==> config.mk <==
export PLATFORM = sky130hd
export DESIGN_NAME = power_park_sequencer
export DESIGN_NICKNAME = d
export VERILOG_FILES = /design/src/hw/park_seq_pkg.sv /design/src/hw/pin_sync_filter.sv /design/src/hw/power_park_sequencer.sv
export SDC_FILE = /design/constraint.sdc
export NUM_CORES = 1
export LEC_CHECK = 0
export ABC_CLOCK_PERIOD_IN_PS = 2350
export BUFFER_PORTS_ARGS = -buffer_cell sky130_fd_sc_hd__buf_4
export CELL_PAD_IN_SITES_DETAIL_PLACEMENT = 0
export CELL_PAD_IN_SITES_GLOBAL_PLACEMENT = 1
export CORE_MARGIN = 10
export CORE_UTILIZATION = 39
export CTS_CLUSTER_SIZE = 8
export DETAILED_ROUTE_END_ITERATION = 7
export PLACE_DENSITY_LB_ADDON = 0.1
export SETUP_SLACK_MARGIN = 0.4
export SYNTH_ARGS = -nofsm -noshare
export SYNTH_HDL_FRONTEND = slang
export SYNTH_SLANG_ARGS = --single-unit
==> constraint.sdc <==
create_clock -name sys_clk -period 2.35 [get_ports sys_clk]
set_input_delay 0.1175 -clock sys_clk [delete_from_list [all_inputs] [get_ports sys_clk]]
set_output_delay 0.1175 -clock sys_clk [all_outputs]
set_load 0.03 [all_outputs]
==> src/hw/park_seq_pkg.sv <==
// constants and types for the power and park sequencer
// What this block and the system around it must do
// normal park finishes within 20ms of request fall
// reset voltage regulation stops 12ms after park
// low fast park request runs fast park
// host keeps clock, reset 32us after request
// fast park request 32us before supplies fail
// fast park request high before reset release
// reset held until supplies, clocks stable
// flash and general pins tristated during reset
// lamp selects and mirror enable low in reset
// all I/Os active once reset released
// init waits PLL lock, then flash load
// busy flag high immediately after reset release
// busy flag low when initialization completes
// host keeps power request until busy clears
// host waits busy clear before bus traffic
// fast park input filtered against 150ns glitches
// power request fall runs long normal park
// supplies and reset held during normal park
// fast park only when power loss imminent
// reset held 5ms after supplies good
// power request high runs display, low shuts
// inputs synchronised; fast park beats normal park
// busy flag held low during reset
package park_seq_pkg;
  localparam int unsigned CLK_HZ          = 100_000_000;
  localparam int unsigned NORMAL_PARK_MS  = 20;
  localparam int unsigned REG_STOP_MS     = 12;
  localparam int unsigned FAST_PARK_US    = 32;
  localparam int unsigned GLITCH_NS       = 150;
  localparam int unsigned CLK_PERIOD_NS   = 1_000_000_000 / CLK_HZ;
  // longest times round down
  localparam int unsigned NORMAL_PARK_CYC = NORMAL_PARK_MS * (CLK_HZ / 1000);
  localparam int unsigned REG_STOP_CYC    = REG_STOP_MS * (CLK_HZ / 1000);
  localparam int unsigned FAST_PARK_CYC   = FAST_PARK_US * (CLK_HZ / 1_000_000);
  // glitch filter must outlast the glitch: round up, plus one
  localparam int unsigned FILTER_CYC      = (GLITCH_NS + CLK_PERIOD_NS - 1) / CLK_PERIOD_NS + 1;
  localparam int          CNT_W           = 22;
  localparam int          GPIO_W          = 20;
  localparam logic        INPUT_RESET_VAL = 1'b0;

  typedef enum logic [2:0] {
    ST_PLL_WAIT,
    ST_FLASH_LOAD,
    ST_RUN,
    ST_NORMAL_PARK,
    ST_FAST_PARK,
    ST_REG_HOLD,
    ST_OFF
  } seq_state_t;
endpackage

==> src/hw/pin_sync_filter.sv <==
// three-stage synchroniser with optional stability filter
`timescale 1ns/1ps
module pin_sync_filter #(
  parameter int unsigned STABLE_CYC = 1,
  parameter logic        RESET_VAL  = 1'b0
) (
  // clock and reset
  input  wire logic sys_clk,
  input  wire logic arst_n,
  // pin and clean level
  input  wire logic pin_in,
  output logic      level_out
);
  logic [2:0] sync_reg;
  logic [2:0] sync_next;
  logic [7:0] cnt_reg;
  logic [7:0] cnt_next;
  logic       level_reg;
  logic       level_next;

  // change counts only once stage two and three agree for STABLE_CYC cycles
  always_comb begin
    sync_next  = {sync_reg[1:0], pin_in};
    cnt_next   = cnt_reg;
    level_next = level_reg;
    if (sync_reg[1] == sync_reg[2] && sync_reg[2] != level_reg) begin
      if (cnt_reg >= 8'(STABLE_CYC - 1)) begin
        level_next = sync_reg[2];
        cnt_next   = 8'h00;
      end else begin
        cnt_next = cnt_reg + 8'h01;
      end
    end else begin
      cnt_next = 8'h00;                            // glitch restarts the wait
    end
  end

  always_ff @(posedge sys_clk or negedge arst_n) begin
    if (!arst_n) begin
      sync_reg  <= {3{RESET_VAL}};
      cnt_reg   <= 8'h00;
      level_reg <= RESET_VAL;
    end else begin
      sync_reg  <= sync_next;
      cnt_reg   <= cnt_next;
      level_reg <= level_next;
    end
  end

  assign level_out = level_reg;
endmodule // pin_sync_filter

==> src/hw/power_park_sequencer.sv <==
// reset, start-up and park sequencer top
`timescale 1ns/1ps
module power_park_sequencer #(
  parameter int unsigned NORMAL_PARK_CYC = park_seq_pkg::NORMAL_PARK_CYC,
  parameter int unsigned REG_STOP_CYC    = park_seq_pkg::REG_STOP_CYC
) (
  // clock and reset (reset is the system reset pin)
  input  wire logic                              sys_clk,
  input  wire logic                              arst_n,
  // control pins from host and power monitor
  input  wire logic                              power_request,
  input  wire logic                              fast_park_request_n,
  // status from internal blocks
  input  wire logic                              pll_locked,
  input  wire logic                              flash_load_done,
  input  wire logic                              park_done,
  // flash serial pins, enables high while driven
  input  wire logic                              flash_serial_clock_int,
  input  wire logic                              flash_serial_out_int,
  input  wire logic                              flash_select0_n_int,
  input  wire logic                              flash_select1_n_int,
  output logic                                   flash_serial_clock,
  output logic                                   flash_serial_out,
  output logic                                   flash_select0_n,
  output logic                                   flash_select1_n,
  output logic                                   flash_oe,
  // general pins
  input  wire logic [park_seq_pkg::GPIO_W-1:0]   general_pins_int,
  input  wire logic [park_seq_pkg::GPIO_W-1:0]   general_pins_oe_int,
  output logic      [park_seq_pkg::GPIO_W-1:0]   general_pins_out,
  output logic      [park_seq_pkg::GPIO_W-1:0]   general_pins_oe,
  // lamp and mirror control
  input  wire logic                              lamp_select_0_int,
  input  wire logic                              lamp_select_1_int,
  output logic                                   lamp_select_0,
  output logic                                   lamp_select_1,
  output logic                                   mirror_drive_enable_n,
  // sequencing status
  output logic                                   init_busy_flag,
  output logic                                   init_busy_oe,
  output logic                                   flash_load_start,
  output logic                                   normal_park_active,
  output logic                                   fast_park_active,
  output logic                                   reset_reg_enable,
  output logic                                   display_enable
);
  logic                               power_req_s;
  logic                               park_n_s;
  park_seq_pkg::seq_state_t           state_reg;
  park_seq_pkg::seq_state_t           state_next;
  logic [park_seq_pkg::CNT_W-1:0]     cnt_reg;
  logic [park_seq_pkg::CNT_W-1:0]     cnt_next;
  logic                               live_reg;
  logic                               fspi_clk_reg, fspi_out_reg, fsel0_reg, fsel1_reg, foe_reg;
  logic [park_seq_pkg::GPIO_W-1:0]    gp_out_reg, gp_oe_reg;
  logic                               lamp0_reg, lamp1_reg, mden_reg;
  logic                               busy_reg, busy_oe_reg, fl_start_reg;
  logic                               np_reg, fp_reg, rreg_reg, disp_reg;
  logic                               fspi_clk_next, fspi_out_next, fsel0_next, fsel1_next;
  logic [park_seq_pkg::GPIO_W-1:0]    gp_out_next, gp_oe_next;
  logic                               lamp0_next, lamp1_next, mden_next, busy_next;
  logic                               fl_start_next, np_next, fp_next, rreg_next, disp_next;

  // input sync; power request needs no glitch filter
  pin_sync_filter #(
    .STABLE_CYC (1),
    .RESET_VAL  (park_seq_pkg::INPUT_RESET_VAL)
  ) u_power_sync (
    .sys_clk   (sys_clk),
    .arst_n    (arst_n),
    .pin_in    (power_request),
    .level_out (power_req_s)
  );

  // fast park pin must stay stable beyond a slow-edge glitch
  pin_sync_filter #(
    .STABLE_CYC (park_seq_pkg::FILTER_CYC),
    .RESET_VAL  (1'b1)
  ) u_park_sync (
    .sys_clk   (sys_clk),
    .arst_n    (arst_n),
    .pin_in    (fast_park_request_n),
    .level_out (park_n_s)
  );

  // sequencing state machine
  always_comb begin
    state_next = state_reg;
    cnt_next   = cnt_reg;
    unique case (state_reg)
      park_seq_pkg::ST_PLL_WAIT: begin
        if (pll_locked) begin
          state_next = park_seq_pkg::ST_FLASH_LOAD;
        end
      end
      park_seq_pkg::ST_FLASH_LOAD: begin
        if (flash_load_done) begin
          state_next = park_seq_pkg::ST_RUN;
        end
      end
      park_seq_pkg::ST_RUN: begin
        if (!power_req_s) begin
          state_next = park_seq_pkg::ST_NORMAL_PARK;
          cnt_next   = '0;
        end
      end
      park_seq_pkg::ST_NORMAL_PARK: begin
        cnt_next = cnt_reg + 1'b1;
        // park is cut off at the deadline even if the engine lags
        if (park_done || cnt_reg >= park_seq_pkg::CNT_W'(NORMAL_PARK_CYC - 1)) begin
          state_next = park_seq_pkg::ST_REG_HOLD;
          cnt_next   = '0;
        end
      end
      park_seq_pkg::ST_FAST_PARK: begin
        cnt_next = cnt_reg + 1'b1;
        if (cnt_reg >= park_seq_pkg::CNT_W'(park_seq_pkg::FAST_PARK_CYC - 1)) begin
          state_next = park_seq_pkg::ST_OFF;
        end
      end
      park_seq_pkg::ST_REG_HOLD: begin
        cnt_next = cnt_reg + 1'b1;
        if (cnt_reg >= park_seq_pkg::CNT_W'(REG_STOP_CYC - 1)) begin
          state_next = park_seq_pkg::ST_OFF;
        end
      end
      park_seq_pkg::ST_OFF: begin
        // restart only while power request is high and fast park request released
        if (power_req_s && park_n_s) begin
          state_next = park_seq_pkg::ST_PLL_WAIT;
        end
      end
    endcase
    // fast park overrides any other activity
    if (!park_n_s && state_reg != park_seq_pkg::ST_FAST_PARK
        && state_reg != park_seq_pkg::ST_OFF) begin
      state_next = park_seq_pkg::ST_FAST_PARK;
      cnt_next   = '0;
    end
  end

  always_ff @(posedge sys_clk or negedge arst_n) begin
    if (!arst_n) begin
      state_reg <= park_seq_pkg::ST_PLL_WAIT;
      cnt_reg   <= '0;
      live_reg  <= 1'b0;
    end else begin
      state_reg <= state_next;
      cnt_reg   <= cnt_next;
      live_reg  <= 1'b1;
    end
  end

  // pin stage next values; gated on the next state so pins move with it
  always_comb begin
    fspi_clk_next = flash_serial_clock_int;
    fspi_out_next = flash_serial_out_int;
    fsel0_next    = flash_select0_n_int;
    fsel1_next    = flash_select1_n_int;
    gp_out_next   = general_pins_int;
    gp_oe_next    = general_pins_oe_int;
    lamp0_next    = lamp_select_0_int && state_next == park_seq_pkg::ST_RUN;
    lamp1_next    = lamp_select_1_int && state_next == park_seq_pkg::ST_RUN;
    mden_next     = state_next != park_seq_pkg::ST_OFF;
    busy_next     = state_next == park_seq_pkg::ST_PLL_WAIT
                    || state_next == park_seq_pkg::ST_FLASH_LOAD;
    fl_start_next = state_reg == park_seq_pkg::ST_PLL_WAIT
                    && state_next == park_seq_pkg::ST_FLASH_LOAD;
    np_next       = state_next == park_seq_pkg::ST_NORMAL_PARK;
    fp_next       = state_next == park_seq_pkg::ST_FAST_PARK;
    // regulation waits one edge after release, kept inside the flop for a clean pin
    rreg_next     = live_reg && state_next != park_seq_pkg::ST_OFF;
    disp_next     = state_next == park_seq_pkg::ST_RUN;
  end

  // registered pin stage; everything inactive or tristated while in reset
  always_ff @(posedge sys_clk or negedge arst_n) begin
    if (!arst_n) begin
      fspi_clk_reg <= 1'b0;
      fspi_out_reg <= 1'b0;
      fsel0_reg    <= 1'b0;
      fsel1_reg    <= 1'b0;
      foe_reg      <= 1'b0;
      gp_out_reg   <= '0;
      gp_oe_reg    <= '0;
      lamp0_reg    <= 1'b0;
      lamp1_reg    <= 1'b0;
      mden_reg     <= 1'b0;
      busy_reg     <= 1'b0;
      busy_oe_reg  <= 1'b0;
      fl_start_reg <= 1'b0;
      np_reg       <= 1'b0;
      fp_reg       <= 1'b0;
      rreg_reg     <= 1'b0;
      disp_reg     <= 1'b0;
    end else begin
      // I/Os go live from the first edge after release
      fspi_clk_reg <= fspi_clk_next;
      fspi_out_reg <= fspi_out_next;
      fsel0_reg    <= fsel0_next;
      fsel1_reg    <= fsel1_next;
      foe_reg      <= 1'b1;
      gp_out_reg   <= gp_out_next;
      gp_oe_reg    <= gp_oe_next;
      lamp0_reg    <= lamp0_next;
      lamp1_reg    <= lamp1_next;
      mden_reg     <= mden_next;
      busy_reg     <= busy_next;
      busy_oe_reg  <= 1'b1;
      fl_start_reg <= fl_start_next;
      np_reg       <= np_next;
      fp_reg       <= fp_next;
      rreg_reg     <= rreg_next;
      disp_reg     <= disp_next;
    end
  end

  assign flash_serial_clock    = fspi_clk_reg;
  assign flash_serial_out      = fspi_out_reg;
  assign flash_select0_n       = fsel0_reg;
  assign flash_select1_n       = fsel1_reg;
  assign flash_oe              = foe_reg;
  assign general_pins_out      = gp_out_reg;
  assign general_pins_oe       = gp_oe_reg;
  assign lamp_select_0         = lamp0_reg;
  assign lamp_select_1         = lamp1_reg;
  assign mirror_drive_enable_n = mden_reg;
  assign init_busy_flag        = busy_reg;
  assign init_busy_oe          = busy_oe_reg;
  assign flash_load_start      = fl_start_reg;
  assign normal_park_active    = np_reg;
  assign fast_park_active      = fp_reg;
  assign reset_reg_enable      = rreg_reg;
  assign display_enable        = disp_reg;
endmodule // power_park_sequencer

==> run metrics <==
WL final 10.2 mm; slew of the pin with the lowest slew margin 727 ps; Clock Power Share 25.4%; CTS sink cnt 95; Syn Area/Cell 11.3 um2; DR vias 3,093; # DRC 0; TritonCTS clock tree done; startpoint types flip-flop; CTS H-tree depth 3; Max-slew headroom 51.5%; internal power 2930 uW; DR iter-0 viols 186; Hold Crit Class in2async; Site Rows 35; crit-path max FO 6; Seq/Total Area, Yosys 64.8%; Placer Congestion 0.796; Fmax 466 MHz; Leak 0.00272 uW; full die area 13,700 um2; Starting Density 40.0%; Max Root-Sink Buffers 2; kind of critical path reg2reg; Flop pwr share 42.2%; largest net degree at the start of global routing 61; core area 9200 um2; vias per cell 4.95; crit path DAT 2390 ps; first-pass GRT wire length 15.7 mm; Synth Cell Area 3680 um2; clock root buffer master clkbuf_8; crit path time final 2150 ps; Worst setup startpoint cnt_reg[19]$_DFFE_PN0P_; Clk pin slew, worst setup/hold paths 90 ps; # nets final 564; CP Capture Type flip-flop; Final Setup Violations 0; Yosys cell types 49; Cells after Synth 326; Worst Path Required 2590 ps; reg2reg start cnt_reg[19]$_DFFE_PN0P_; Net Sw Frac 35.3%; TritonCTS buffer count 9; # diodes 0; die width 117 um; run status completed; Detailed Place HPWL 6.81 mm; Final Skew 13.7 ps; synthesis-to-layout area growth 56.8%; Total GRT Usage 14.8%; Yosys reg bits 95; Tcrit/Tclk final 91.4%; VDD IR-drop max 0.479 mV; Routed Antenna Nets 0; fin worst setup slack 203 ps; R2R depth 6; layout cells sized above 1 39.1%; ys async rst share 100%; vias in the first global route 3,188; Psw 1600 uW; initial antenna violation count 0; number of synthesized flops with an enable pin 0; PD cells 786 nW/um2; max cap viols 0; max reg flops 22; clk_lat worst skew 370 ps; Final Slew Violations 0; Gate power share 32.4%; gr ovfl total 0; Die Span Y 117 um; Top FF cell, synth dfrtp_1; pre-CTS setup slack 140 ps; routed len/inst 16.3 um; setup TNS 0 ps; Yosys warnings 0; port bufs 107; Final Hold Fails 0; unrepaired setup endpoints after global routing yes; 1st-pass router iterations 4; IO Count 108
[timing repair]
item / 4_1_cts / 5_1_grt
setup endpoints to repair: 32 / 33
hold buffers: 49 / 0
buffers inserted: 9 / 4
gates resized for setup: 27 / 35
hold endpoints to repair: 79 / 0
pin swaps: 9 / 10
cloned: 0 / 2
[final timing paths]
path                                                       to  slack (ps)
min                                    cnt_reg[6]$_DFFE_PN0P_         240
max in group asynchronous       general_pins_out[8]$_DFF_PN0_        1450
min reg2reg                u_power_sync.sync_reg[1]$_DFF_PN0_         360
min in group sys_clk                 init_busy_flag$_DFF_PN0_         280
max                           mirror_drive_enable_n$_DFF_PN0_         200
max reg2reg                   mirror_drive_enable_n$_DFF_PN0_         200
[per-layer routing]
metal / global-route usage (%) / wire length (um)
met1: 16.5 / 3940
met2: 24.9 / 5260
met3: 6.73 / 804
met4: 4.20 / 150
met5: 0 / 0
[power groups by stage]
stage	registers, uW	clock network [uW]	logic [uW]
after floorplan	2040	0	562
after global placement	1930	0	1140
after detailed placement	1930	0	1140
after CTS	1910	1200	1320
after global routing	1940	1260	1590
final	1910	1150	1470
[logic make-up after synthesis]
group / synth area share, %
buffers and inverters: 2.42
xor gates and xnor gates: 2.86
other: 0.204
adders and majority gates: 0.953
AOI/OAI and AO/OA: 9.12
DFF: 64.8
muxes: 0.613
and+or+nand+nor: 19.0
[critical path, stage by stage, from the launching register on]
cell and delay [ps]:
dfrtp_1 390, or4_4 560, a211oi_4 210, a211o_1 190, a21o_4 150, a21bo_1 230
or3_1 300
[placed cells by master, fill, tap and decap left out, types with 5 or more instances in the layout]
| cell | synthesis | layout |
|---|---|---|
| dfrtp_1 | 91 | 87 |
| o21ai_0 | 15 | 10 |
| clkbuf_8 | 0 | 9 |
| nor3_2 | 0 | 5 |
| nand2_1 | 34 | 32 |
| buf_4 | 1 | 130 |
| nor2_1 | 34 | 30 |
| o211ai_1 | 8 | 8 |
| and3_1 | 5 | 5 |
| nand3_1 | 13 | 9 |
| a21oi_1 | 10 | 7 |
| xnor2_1 | 7 | 6 |
| nor3_1 | 15 | 6 |
| dlygate4sd3_1 | 0 | 49 |
| o22ai_1 | 8 | 5 |
| inv_1 | 7 | 7 |
| nor2b_1 | 6 | 6 |
| xor2_1 | 5 | 5 |
| conb_1 | 2 | 5 |
[synthesized netlist by cell type, types with 2 or more instances]
| library cell | n | area (um2) |
|---|---|---|
| a21oi_1 | 10 | 50.1 |
| and2_1 | 4 | 25.0 |
| and3_1 | 5 | 31.3 |
| and4_1 | 2 | 17.5 |
| clkbuf_1 | 12 | 45.0 |
| conb_1 | 2 | 7.51 |
| dfrtp_1 | 91 | 2280 |
| dfstp_2 | 4 | 105 |
| ha_1 | 2 | 25.0 |
| inv_1 | 7 | 26.3 |
| mux2_2 | 2 | 22.5 |
| nand2_1 | 34 | 128 |
| nand3_1 | 13 | 65.1 |
| nand4_1 | 4 | 25.0 |
| nand4b_1 | 2 | 17.5 |
| nor2_1 | 34 | 128 |
| nor2b_1 | 6 | 37.5 |
| nor3_1 | 15 | 75.1 |
| nor3b_1 | 2 | 15.0 |
| nor4_1 | 3 | 18.8 |
| o211ai_1 | 8 | 60.1 |
| o21ai_0 | 15 | 75.1 |
| o22ai_1 | 8 | 50.1 |
| or2_2 | 2 | 12.5 |
| or3_1 | 5 | 31.3 |
| xnor2_1 | 7 | 61.3 |
| xor2_1 | 5 | 43.8 |
[layout make-up]
type                       count  area, um2
clock buffer                   9        124
inverter                       7       26.3
fill                         719       3430
sequential                    95       2390
multi-input combinational    212       1460
tap                          111        139
timing repair buffer         184       1530
clock inverter                 7        100
[through the flow]
stage               util (%)  cells  instance area (um2)  total power [uW]  hold slack [ps]
floorplan                  -    329                 3690              2600             -178
global placement        50.9    545                 4680              3060             99.2
detailed placement      50.9    545                 4680              3070              103
CTS                     60.6    619                 5570              4430              239
global route            62.7    625                 5760              4790              264
finish                  62.7    625                 5760              4530              237
Note: power is estimated with default switching activity, not from simulation.
